==> src/logic/cpld_pkg.sv <==
// shared constants, carriers and arithmetic for the charge pump control
package cpld_pkg;

    // ------------------------------------------------------------------
    // field widths
    // ------------------------------------------------------------------
    localparam int GAIN_W  = 8;   // pump gain code
    localparam int SHIFT_W = 2;   // speed-up shift code
    localparam int RATIO_W = 4;   // integral ratio code
    localparam int FRAC_W  = 3;   // fraction residue
    localparam int MOD_W   = 4;   // accumulator modulus and sum
    localparam int MAG_W   = 16;  // current magnitude codes
    localparam int EDGE_W  = 2;   // slip edge counter

    // ------------------------------------------------------------------
    // values
    // ------------------------------------------------------------------
    // accumulator modulus when the select bit is one
    localparam logic [MOD_W-1:0]   FRAC_MOD_SEL1  = 4'h8;
    // accumulator modulus when the select bit is zero (plain default)
    localparam logic [MOD_W-1:0]   FRAC_MOD_SEL0  = 4'h5;
    // error pulse spanning this many reference edges is a full cycle
    localparam logic [EDGE_W-1:0]  SLIP_EDGES     = 2'h2;
    localparam logic [EDGE_W-1:0]  EDGE_ONE       = 2'h1;
    localparam logic [MAG_W-1:0]   MAG_ONE        = 16'h0001;
    localparam logic [MAG_W-1:0]   MAG_ZERO       = 16'h0000;
    localparam logic [SHIFT_W:0]   SHIFT_BIAS     = 3'h1;
    localparam logic [FRAC_W-1:0]  FRAC_RESET     = 3'h0;

    // ------------------------------------------------------------------
    // carriers
    // ------------------------------------------------------------------
    typedef struct packed {
        logic [GAIN_W-1:0]  pump_gain_code;
        logic [SHIFT_W-1:0] speedup_shift_code;
        logic [RATIO_W-1:0] integral_ratio_code;
    } cpld_aword_t;

    localparam cpld_aword_t AWORD_RESET = '0;

    // one pump output: direction, pump magnitude in units of
    // main_current_ref/29, compensation magnitude in units of
    // compensation_current_ref/128 (compensation always pulls down)
    typedef struct packed {
        logic             up;
        logic             down;
        logic [MAG_W-1:0] pump_mag;
        logic             comp_on;
        logic [MAG_W-1:0] comp_mag;
    } cpld_drive_t;

    localparam cpld_drive_t DRIVE_RESET = '0;

    typedef enum logic [1:0] {
        CMP_IDLE,
        CMP_BEFORE,
        CMP_PULSE,
        CMP_AFTER
    } cpld_comp_state_t;

    // ------------------------------------------------------------------
    // arithmetic
    // ------------------------------------------------------------------
    // two raised to (shift code plus one)
    function automatic logic [MAG_W-1:0] speedup_factor(
        input logic [SHIFT_W-1:0] shift);
        logic [SHIFT_W:0] amount;
        amount = {1'b0, shift} + SHIFT_BIAS;
        return MAG_ONE << amount;
    endfunction

    // magnitude times a multiplier, kept to the magnitude width
    function automatic logic [MAG_W-1:0] scale(
        input logic [MAG_W-1:0] mag,
        input logic [MAG_W-1:0] mult);
        logic [2*MAG_W-1:0] prod;
        prod = mag * mult;
        return prod[MAG_W-1:0];
    endfunction

endpackage

==> src/logic/cpld_lock_mon.sv <==
// lock monitor for one phase detector
`timescale 1ns/1ps

module cpld_lock_mon
    import cpld_pkg::*;
(
    input  wire logic i_sys_clk,
    input  wire logic i_reset,
    input  wire logic i_ref_tick,
    input  wire logic i_enable,
    input  wire logic i_up,
    input  wire logic i_down,
    output logic      o_locked
);

    // ------------------------------------------------------------------
    // error pulse measurement
    // ------------------------------------------------------------------
    logic              err_prev;
    logic [EDGE_W-1:0] edge_cnt;
    wire               err      = i_up | i_down;
    wire               err_end  = err_prev & ~err;
    wire               slipped  = (edge_cnt >= SLIP_EDGES);
    wire               count_up = err & i_ref_tick & ~slipped;

    // two reference edges inside one error pulse means the phase
    // difference reached a whole reference cycle
    always_ff @(posedge i_sys_clk)
    begin
        if (i_reset)
        begin
            err_prev <= 1'b0;
            edge_cnt <= '0;
            o_locked <= 1'b0;
        end
        else if (!i_enable)
        begin
            err_prev <= 1'b0;
            edge_cnt <= '0;
            o_locked <= 1'b1;
        end
        else
        begin
            err_prev <= err;
            if (count_up)
                edge_cnt <= edge_cnt + EDGE_ONE;
            else if (!err)
                edge_cnt <= '0;
            if (slipped)
                o_locked <= 1'b0;
            else if (err_end)
                o_locked <= 1'b1;
        end
    end
endmodule // cpld_lock_mon

==> src/logic/cpld_top.sv <==
// charge pump mode, current codes, compensation timing and lock detect
`timescale 1ns/1ps
// How it works
// - compensation on one reference cycle before and after divider pulse
// - after A word load, speed-up while strobe high, else normal mode
// - normal mode: integral output zero; proportional is pump plus comp
// - normal pump magnitude is gain code in units of reference/29
// - normal comp magnitude is residue in units of comp reference/128
// - speed-up adds pump and comp, each times two to (shift+1)
// - speed-up integral carries extra pump and comp times ratio code
// - lock output high only when main and auxiliary detectors lock
// - detector locks when phase error stays under one reference cycle
// - a disabled detector counts as locked
// - fraction accumulator counts modulo Q, Q is 8 with select one

module cpld_top
    import cpld_pkg::*;
(
    input  wire logic        i_sys_clk,
    input  wire logic        i_reset,
    input  wire logic        i_reference_input,
    input  wire logic        i_ref_pulse_due,
    input  wire logic        i_main_div_pulse,
    input  wire logic [2:0]  i_frac_step,
    input  wire logic        i_fraction_modulus_select,
    input  wire logic        i_main_enable_bit,
    input  wire logic        i_aux_enable_bit,
    input  wire logic        i_aword_load,
    input  wire cpld_aword_t i_aword,
    input  wire logic        i_strobe,
    input  wire logic        i_main_up,
    input  wire logic        i_main_down,
    input  wire logic        i_aux_up,
    input  wire logic        i_aux_down,
    output cpld_drive_t      o_proportional_pump_out,
    output cpld_drive_t      o_integral_pump_out,
    output logic             o_speedup,
    output logic             o_comp_window,
    output logic [2:0]       o_fraction_residue,
    output logic             o_frac_overflow,
    output logic             o_lock
);

    // ------------------------------------------------------------------
    // reference input edge
    // ------------------------------------------------------------------
    logic ref_prev;
    wire  ref_tick = i_reference_input & ~ref_prev;

    // one edge per reference cycle; the input is already synchronous.
    // the pin is followed in reset too, so a reference that is high at
    // release is not taken for a fresh edge
    always_ff @(posedge i_sys_clk)
    begin
        ref_prev <= i_reference_input;
    end

    // ------------------------------------------------------------------
    // compensation window
    // ------------------------------------------------------------------
    cpld_comp_state_t comp_state;
    cpld_comp_state_t next_comp_state;
    wire              comp_active = (comp_state != CMP_IDLE);

    // the reference divider announces its pulse one cycle early, so the
    // window opens ahead of the pulse without any look-ahead of our own
    always_comb
    begin
        next_comp_state = comp_state;
        if (ref_tick)
        begin
            unique case (comp_state)
                CMP_IDLE:   next_comp_state = i_ref_pulse_due ?
                                CMP_BEFORE : CMP_IDLE;
                CMP_BEFORE: next_comp_state = CMP_PULSE;
                CMP_PULSE:  next_comp_state = CMP_AFTER;
                CMP_AFTER:  next_comp_state = i_ref_pulse_due ?
                                CMP_BEFORE : CMP_IDLE;
            endcase
        end
    end

    always_ff @(posedge i_sys_clk)
    begin
        if (i_reset)
            comp_state <= CMP_IDLE;
        else
            comp_state <= next_comp_state;
    end

    // ------------------------------------------------------------------
    // fractional accumulator
    // ------------------------------------------------------------------
    logic [FRAC_W-1:0] frac_acc;
    wire  [MOD_W-1:0]  frac_mod = i_fraction_modulus_select ?
                                  FRAC_MOD_SEL1 : FRAC_MOD_SEL0;
    wire  [MOD_W-1:0]  frac_sum = {1'b0, frac_acc} + {1'b0, i_frac_step};
    wire               frac_wrap = (frac_sum >= frac_mod);
    wire  [MOD_W-1:0]  frac_left = frac_sum - frac_mod;
    wire  [FRAC_W-1:0] next_frac_acc = frac_wrap ?
                                  frac_left[FRAC_W-1:0] :
                                  frac_sum[FRAC_W-1:0];

    // the step must stay below the modulus; a larger step wraps once only
    always_ff @(posedge i_sys_clk)
    begin
        if (i_reset)
        begin
            frac_acc        <= FRAC_RESET;
            o_frac_overflow <= 1'b0;
        end
        else
        begin
            o_frac_overflow <= i_main_div_pulse & frac_wrap;
            if (i_main_div_pulse)
                frac_acc <= next_frac_acc;
        end
    end

    assign o_fraction_residue = frac_acc;

    // ------------------------------------------------------------------
    // A word codes and mode
    // ------------------------------------------------------------------
    cpld_aword_t codes;
    logic        armed;
    wire         speedup = armed & i_strobe;

    // codes change only with a load, so a mode switch never glitches
    // the current settings mid cycle
    always_ff @(posedge i_sys_clk)
    begin
        if (i_reset)
        begin
            codes <= AWORD_RESET;
            armed <= 1'b0;
        end
        else if (i_aword_load)
        begin
            codes <= i_aword;
            armed <= 1'b1;
        end
        else if (!i_strobe)
            armed <= 1'b0;
    end

    // ------------------------------------------------------------------
    // current codes
    // ------------------------------------------------------------------
    wire [MAG_W-1:0] factor   = speedup_factor(codes.speedup_shift_code);
    wire [MAG_W-1:0] ratio    = {{(MAG_W-RATIO_W){1'b0}},
                                 codes.integral_ratio_code};
    wire [MAG_W-1:0] pump_n   = {{(MAG_W-GAIN_W){1'b0}},
                                 codes.pump_gain_code};
    wire [MAG_W-1:0] frd_gate = comp_active ?
                                {{(MAG_W-FRAC_W){1'b0}}, frac_acc} :
                                MAG_ZERO;
    wire [MAG_W-1:0] comp_n   = frd_gate;
    wire [MAG_W-1:0] pump_x   = scale(pump_n, factor);
    wire [MAG_W-1:0] comp_x   = scale(comp_n, factor);
    wire [MAG_W-1:0] prop_pump = speedup ? pump_n + pump_x : pump_n;
    wire [MAG_W-1:0] prop_comp = speedup ? comp_n + comp_x : comp_n;
    wire [MAG_W-1:0] int_pump = speedup ?
                                scale(pump_x, ratio) : MAG_ZERO;
    wire [MAG_W-1:0] int_comp = speedup ?
                                scale(comp_x, ratio) : MAG_ZERO;

    cpld_drive_t next_prop;
    cpld_drive_t next_int;

    // proportional output is always live; integral only in speed-up
    always_comb
    begin
        next_prop.up       = i_main_up;
        next_prop.down     = i_main_down;
        next_prop.pump_mag = prop_pump;
        next_prop.comp_on  = comp_active;
        next_prop.comp_mag = prop_comp;
        next_int.up        = speedup & i_main_up;
        next_int.down      = speedup & i_main_down;
        next_int.pump_mag  = int_pump;
        next_int.comp_on   = speedup & comp_active;
        next_int.comp_mag  = int_comp;
    end

    always_ff @(posedge i_sys_clk)
    begin
        if (i_reset)
        begin
            o_proportional_pump_out <= DRIVE_RESET;
            o_integral_pump_out     <= DRIVE_RESET;
            o_speedup               <= 1'b0;
            o_comp_window           <= 1'b0;
        end
        else
        begin
            o_proportional_pump_out <= next_prop;
            o_integral_pump_out     <= next_int;
            o_speedup               <= speedup;
            o_comp_window           <= comp_active;
        end
    end

    // ------------------------------------------------------------------
    // lock detect
    // ------------------------------------------------------------------
    logic main_locked;
    logic aux_locked;

    cpld_lock_mon u_main_lock
    (
        .i_sys_clk  (i_sys_clk),
        .i_reset    (i_reset),
        .i_ref_tick (ref_tick),
        .i_enable   (i_main_enable_bit),
        .i_up       (i_main_up),
        .i_down     (i_main_down),
        .o_locked   (main_locked)
    );

    cpld_lock_mon u_aux_lock
    (
        .i_sys_clk  (i_sys_clk),
        .i_reset    (i_reset),
        .i_ref_tick (ref_tick),
        .i_enable   (i_aux_enable_bit),
        .i_up       (i_aux_up),
        .i_down     (i_aux_down),
        .o_locked   (aux_locked)
    );

    // registered so the pin never shows a half-updated pair
    always_ff @(posedge i_sys_clk)
    begin
        if (i_reset)
            o_lock <= 1'b0;
        else
            o_lock <= main_locked & aux_locked;
    end
endmodule // cpld_top

==> config.mk <==
export PLATFORM = sky130hd
export DESIGN_NAME = cpld_top
export DESIGN_NICKNAME = d
export VERILOG_FILES = /design/src/logic/cpld_pkg.sv /design/src/logic/cpld_lock_mon.sv /design/src/logic/cpld_top.sv
export SDC_FILE = /design/constraint.sdc
export NUM_CORES = 1
export LEC_CHECK = 0
export ABC_AREA = 0
export BUFFER_PORTS_ARGS = -buffer_cell sky130_fd_sc_hd__buf_4
export CORE_MARGIN = 2
export CORE_UTILIZATION = 45
export DETAILED_ROUTE_END_ITERATION = 8
export SYNTH_ARGS = -nofsm -noshare
export SYNTH_HDL_FRONTEND = slang
export SYNTH_SLANG_ARGS = --single-unit
==> constraint.sdc <==
create_clock -name i_sys_clk -period 15.23 [get_ports i_sys_clk]
set_input_delay 0 -clock i_sys_clk [delete_from_list [all_inputs] [get_ports i_sys_clk]]
set_output_delay 0 -clock i_sys_clk [all_outputs]
set_load 0.005 [all_outputs]
==> qor.yml <==
clocking:
  tritoncts.num_buffers: 9
  cts-root-buf: "sky130_fd_sc_hd__clkbuf_16"
  cts_setup_buffers: 0
  postCtsResizedCells: 0
  maximum_number_of_buffers_from_clock_root_to_sink: 2
  worst_setup_hold_path_clk_slew_ps: 80
  tritoncts_num_sinks: 98
  clock_insertion_delay_worst_skew_ps: 360
  maximum_level_of_the_cts_h_tree: 3
  tritoncts_clock_tree: "done"
  cts_hold_repair.buffers: 21
synthesis:
  netlist-cell-type-count: 56
  post_synth_and_or_nand_nor_area_fraction_pct: 17.96
  synth_top_family_by_area: "adder cells"
  synth.ff_latch_count: 98
  synth_flop_cell: "sky130_fd_sc_hd__dfxtp_1"
  postSynth.asyncResetShare_pct: 0
  area_fraction_in_compound_gates_after_synthesis_pct: 10.26
  synth_sequential_area_ratio_pct: 21.77
  synth.mux.area_fraction_pct: 1.777
  yosys.area_share.xor_xnor_pct: 6.234
  syn_std_cell_area_sq_um: 9012
  postSynthCellCount: 1017
  post_synth.cell_area_avg_sq_um: 8.862
  synth-warning-count: 0
  synth-edff-count: 0
  post_synth_fa_ha_maj_area_fraction_pct: 33.93
worst_setup_path:
  crit_fanout: 16
  reg2regPathDepth: 26
  cp-end-kind: "flop"
  worst_setup_path_start_kind: "flop"
  capture_point_of_the_worst_reg_to_reg_path: "o_integral_pump_out[32]$_SDFF_PP0_"
  regToRegSetupSlack_ps: 7380
  worst_ep_arrival_time_ps: 8060
  required_ps: 15440
  critical_path.reg2reg.startpoint: "codes[4]$_SDFFE_PP0P_"
  path_class: "flop to flop"
final_layout:
  fin_nets: 1395
  insertedDiodeCount: 0
  post-route-util_pct: 54.46
  instances_no_fill: 1443
  final_layout_size_suffix_gt1_share_pct: 10.78
  fillerInstances: 1850
  areaGrowthSynthToFinish_pct: 18.38
timing:
  post-route-period-util_pct: 51.54
  final_max_slew_viol_count: 0
  hold_ws_ps: 28.59
  max_clock_freq_mhz: 127.4
  timing.final.setup_violations: 0
  rsz_0062_raised_after_global_routing: "no"
  final.setup.tns_ps: 0
  timing_hold_violations_final: 0
  period_minus_slack_ps: 7850
  max-slew-margin-rel_pct: 37.30
  actual_slew_at_the_worst_max_slew_pin_ps: 939.2
  timing.clock.skew_ps: 11.24
die:
  rows: 51
  die_footprint_sq_um: 21180
  die_x_microns: 145.5
  die_h_microns: 145.5
  core_area_sq_um: 19590
  initial_utilization_pct: 46.00
  pin_count: 108
detailed_routing:
  detail_route.vias_per_cell: 4.788
  drt-wirelength-per-cell_microns: 13.68
  drtAntennaViolNets: 0
  drt_pass1_iterations: 4
  vias: 6909
  initialDrtViolationCount: 258
  route.detailed.drc: 0
  wl_microns: 19730
power:
  vdd.ir_drop.worst_v: 0.00006335
  power_density_normalized_to_cell_area_nw_per_um2: 97.65
  total_leakage_power_nw: 5.450
  design_power_total_w: 0.001042
global_routing:
  number_of_antenna_violations_at_the_first_check_in_global_routing: 0
  first_global_vias: 6907
  grt-ovfl-total: 0
  grt_start_max_net_pins: 42
  groute.usage.overall_pct: 19.61
  grt_pass1_wl_microns: 33730
placement:
  dp.cells: 1406
  port-buffer-count: 103
  gp_weighted_congestion: 0.8617
  place.detailed.hpwl_microns: 15600
flow_run:
  max-cap-violations: 0
worst_hold_path:
  min_from: "i_aux_up"
  timing.hold.worst_endpoint: "u_aux_lock.err_prev$_SDFF_PP0_"
  holdCritPathClass: "input pin to flop"
  worstHoldPathCells: 3
outcome:
  run_status: "complete, no violations"
through the flow:
stage | setup WS (ps) | area (sq um)
floorplan | 8315 | 9215
global placement | 7635 | 10160
detailed placement | 7418 | 10160
CTS | 7394 | 10670
global route | 6844 | 10670
finish | 7380 | 10670
cell usage after synthesis (10+ instances only):
| library cell | number | area, sq um |
|---|---|---|
| sky130_fd_sc_hd__a21oi_1 | 56 | 280.3 |
| sky130_fd_sc_hd__xnor2_1 | 36 | 315.3 |
| sky130_fd_sc_hd__dfxtp_1 | 98 | 1962 |
| sky130_fd_sc_hd__nand3_1 | 15 | 75.07 |
| sky130_fd_sc_hd__a21o_1 | 24 | 180.2 |
| sky130_fd_sc_hd__ha_1 | 102 | 1276 |
| sky130_fd_sc_hd__clkbuf_1 | 25 | 93.84 |
| sky130_fd_sc_hd__and3_1 | 10 | 62.56 |
| sky130_fd_sc_hd__fa_1 | 89 | 1782 |
| sky130_fd_sc_hd__xor2_1 | 23 | 201.4 |
| sky130_fd_sc_hd__nor2b_1 | 19 | 118.9 |
| sky130_fd_sc_hd__nand2_1 | 73 | 274.0 |
| sky130_fd_sc_hd__o21ai_0 | 15 | 75.07 |
| sky130_fd_sc_hd__and2_1 | 69 | 431.7 |
| sky130_fd_sc_hd__mux2i_1 | 16 | 160.2 |
| sky130_fd_sc_hd__nor2_1 | 94 | 352.8 |
| sky130_fd_sc_hd__nor3_1 | 11 | 55.05 |
| sky130_fd_sc_hd__inv_1 | 148 | 555.5 |
cell usage in the layout, fill, tap and decap left out, types with 10 or more instances in the layout:
cell | synthesis | final
sky130_fd_sc_hd__inv_1 | 148 | 148
sky130_fd_sc_hd__buf_4 | 5 | 104
sky130_fd_sc_hd__ha_1 | 102 | 102
sky130_fd_sc_hd__dfxtp_1 | 98 | 98
sky130_fd_sc_hd__nor2_1 | 94 | 94
sky130_fd_sc_hd__fa_1 | 89 | 89
sky130_fd_sc_hd__nand2_1 | 73 | 73
sky130_fd_sc_hd__and2_1 | 69 | 69
sky130_fd_sc_hd__a21oi_1 | 56 | 56
sky130_fd_sc_hd__conb_1 | 2 | 56
sky130_fd_sc_hd__xnor2_1 | 36 | 36
sky130_fd_sc_hd__a21o_1 | 24 | 24
sky130_fd_sc_hd__xor2_1 | 23 | 23
sky130_fd_sc_hd__dlygate4sd3_1 | 0 | 21
sky130_fd_sc_hd__nor2b_1 | 19 | 19
sky130_fd_sc_hd__mux2i_1 | 16 | 16
sky130_fd_sc_hd__nand3_1 | 15 | 15
sky130_fd_sc_hd__o21ai_0 | 15 | 15
sky130_fd_sc_hd__nor3_1 | 11 | 11
sky130_fd_sc_hd__and3_1 | 10 | 10
critical path: stages, from the launching register on:
cell and delay [ps]:
sky130_fd_sc_hd__dfxtp_1 590, sky130_fd_sc_hd__nor2b_1 620, sky130_fd_sc_hd__nand2_1 160, sky130_fd_sc_hd__fa_1 490, sky130_fd_sc_hd__fa_1 540, sky130_fd_sc_hd__inv_1 50, sky130_fd_sc_hd__fa_1 530, sky130_fd_sc_hd__inv_1 50
sky130_fd_sc_hd__fa_1 520, sky130_fd_sc_hd__inv_1 40, sky130_fd_sc_hd__ha_1 360, sky130_fd_sc_hd__nor4_1 290, sky130_fd_sc_hd__a21oi_1 90, sky130_fd_sc_hd__o21ai_1 210, sky130_fd_sc_hd__xor2_1 400, sky130_fd_sc_hd__nor2b_1 120
sky130_fd_sc_hd__fa_1 520, sky130_fd_sc_hd__inv_1 50, sky130_fd_sc_hd__fa_1 520, sky130_fd_sc_hd__inv_1 40, sky130_fd_sc_hd__ha_1 370, sky130_fd_sc_hd__a21o_1 230, sky130_fd_sc_hd__a31oi_4 160, sky130_fd_sc_hd__o21ai_1 100
sky130_fd_sc_hd__xnor3_1 380, sky130_fd_sc_hd__xnor3_1 210, sky130_fd_sc_hd__nor2_1 40
kinds of logic (layout without fill, tap and decap cells):
logic type	after synthesis	in the layout
multiplexers	16	16
other	2	56
buffers and inverters	182	289
XOR/XNOR	61	61
flip-flops	98	98
adder cells (fa/ha/maj)	191	191
AND/OR/NAND/NOR	326	326
AO/OA/AOI/OAI	141	141
state kept, by name (all words and copies together), names as in the netlist, 2 cells and up:
register and flops:
comp_state 2, o_proportional_pump_out 30, codes 14, u_aux_lock.edge_cnt 2, u_main_lock.edge_cnt 2, o_fraction_residue 3
o_integral_pump_out 35
worst max path at each step:
stage,from,end,slack [ps]
after floorplan,codes[4]$_SDFFE_PP0P_,o_integral_pump_out[32]$_SDFF_PP0_,8320
after global placement,codes[4]$_SDFFE_PP0P_,o_integral_pump_out[32]$_SDFF_PP0_,7640
after detailed placement,codes[4]$_SDFFE_PP0P_,o_integral_pump_out[32]$_SDFF_PP0_,7420
after CTS,codes[4]$_SDFFE_PP0P_,o_integral_pump_out[32]$_SDFF_PP0_,7390
after global routing,codes[5]$_SDFFE_PP0P_,o_integral_pump_out[32]$_SDFF_PP0_,6840
final,codes[4]$_SDFFE_PP0P_,o_integral_pump_out[32]$_SDFF_PP0_,7380
where the power goes:
part           leakage (nW)  switching (W)  internal (W)
clock                 0.142       0.000113      0.000116
sequential            0.799      0.0000141      0.000270
combinational          4.51       0.000309      0.000220
routing by layer:
layer  part of all wire (%)  wire (microns)  track usage (%)  vias to the layer above
met1                     49            9634            26.96                     3274
met2                     47            9200            32.89                      109
met3                    3.1             619            2.571                       15
met5                      0               0                0                        -
met4                    1.4             280            4.853                        0
li1                       -               -                -                     3511
final cells by class:
cell class	count	area [sq um]	area share, %
clock buffers	9	225.2	2.111
well taps	265	331.6	3.108
multi-input cells	791	6534	61.24
flip-flops and latches	98	1962	18.39
inverters	148	555.5	5.207
repair buffers	125	991.0	9.288
clock inverters	7	70.07	0.6567
Power figures use the tool's default switching activity.
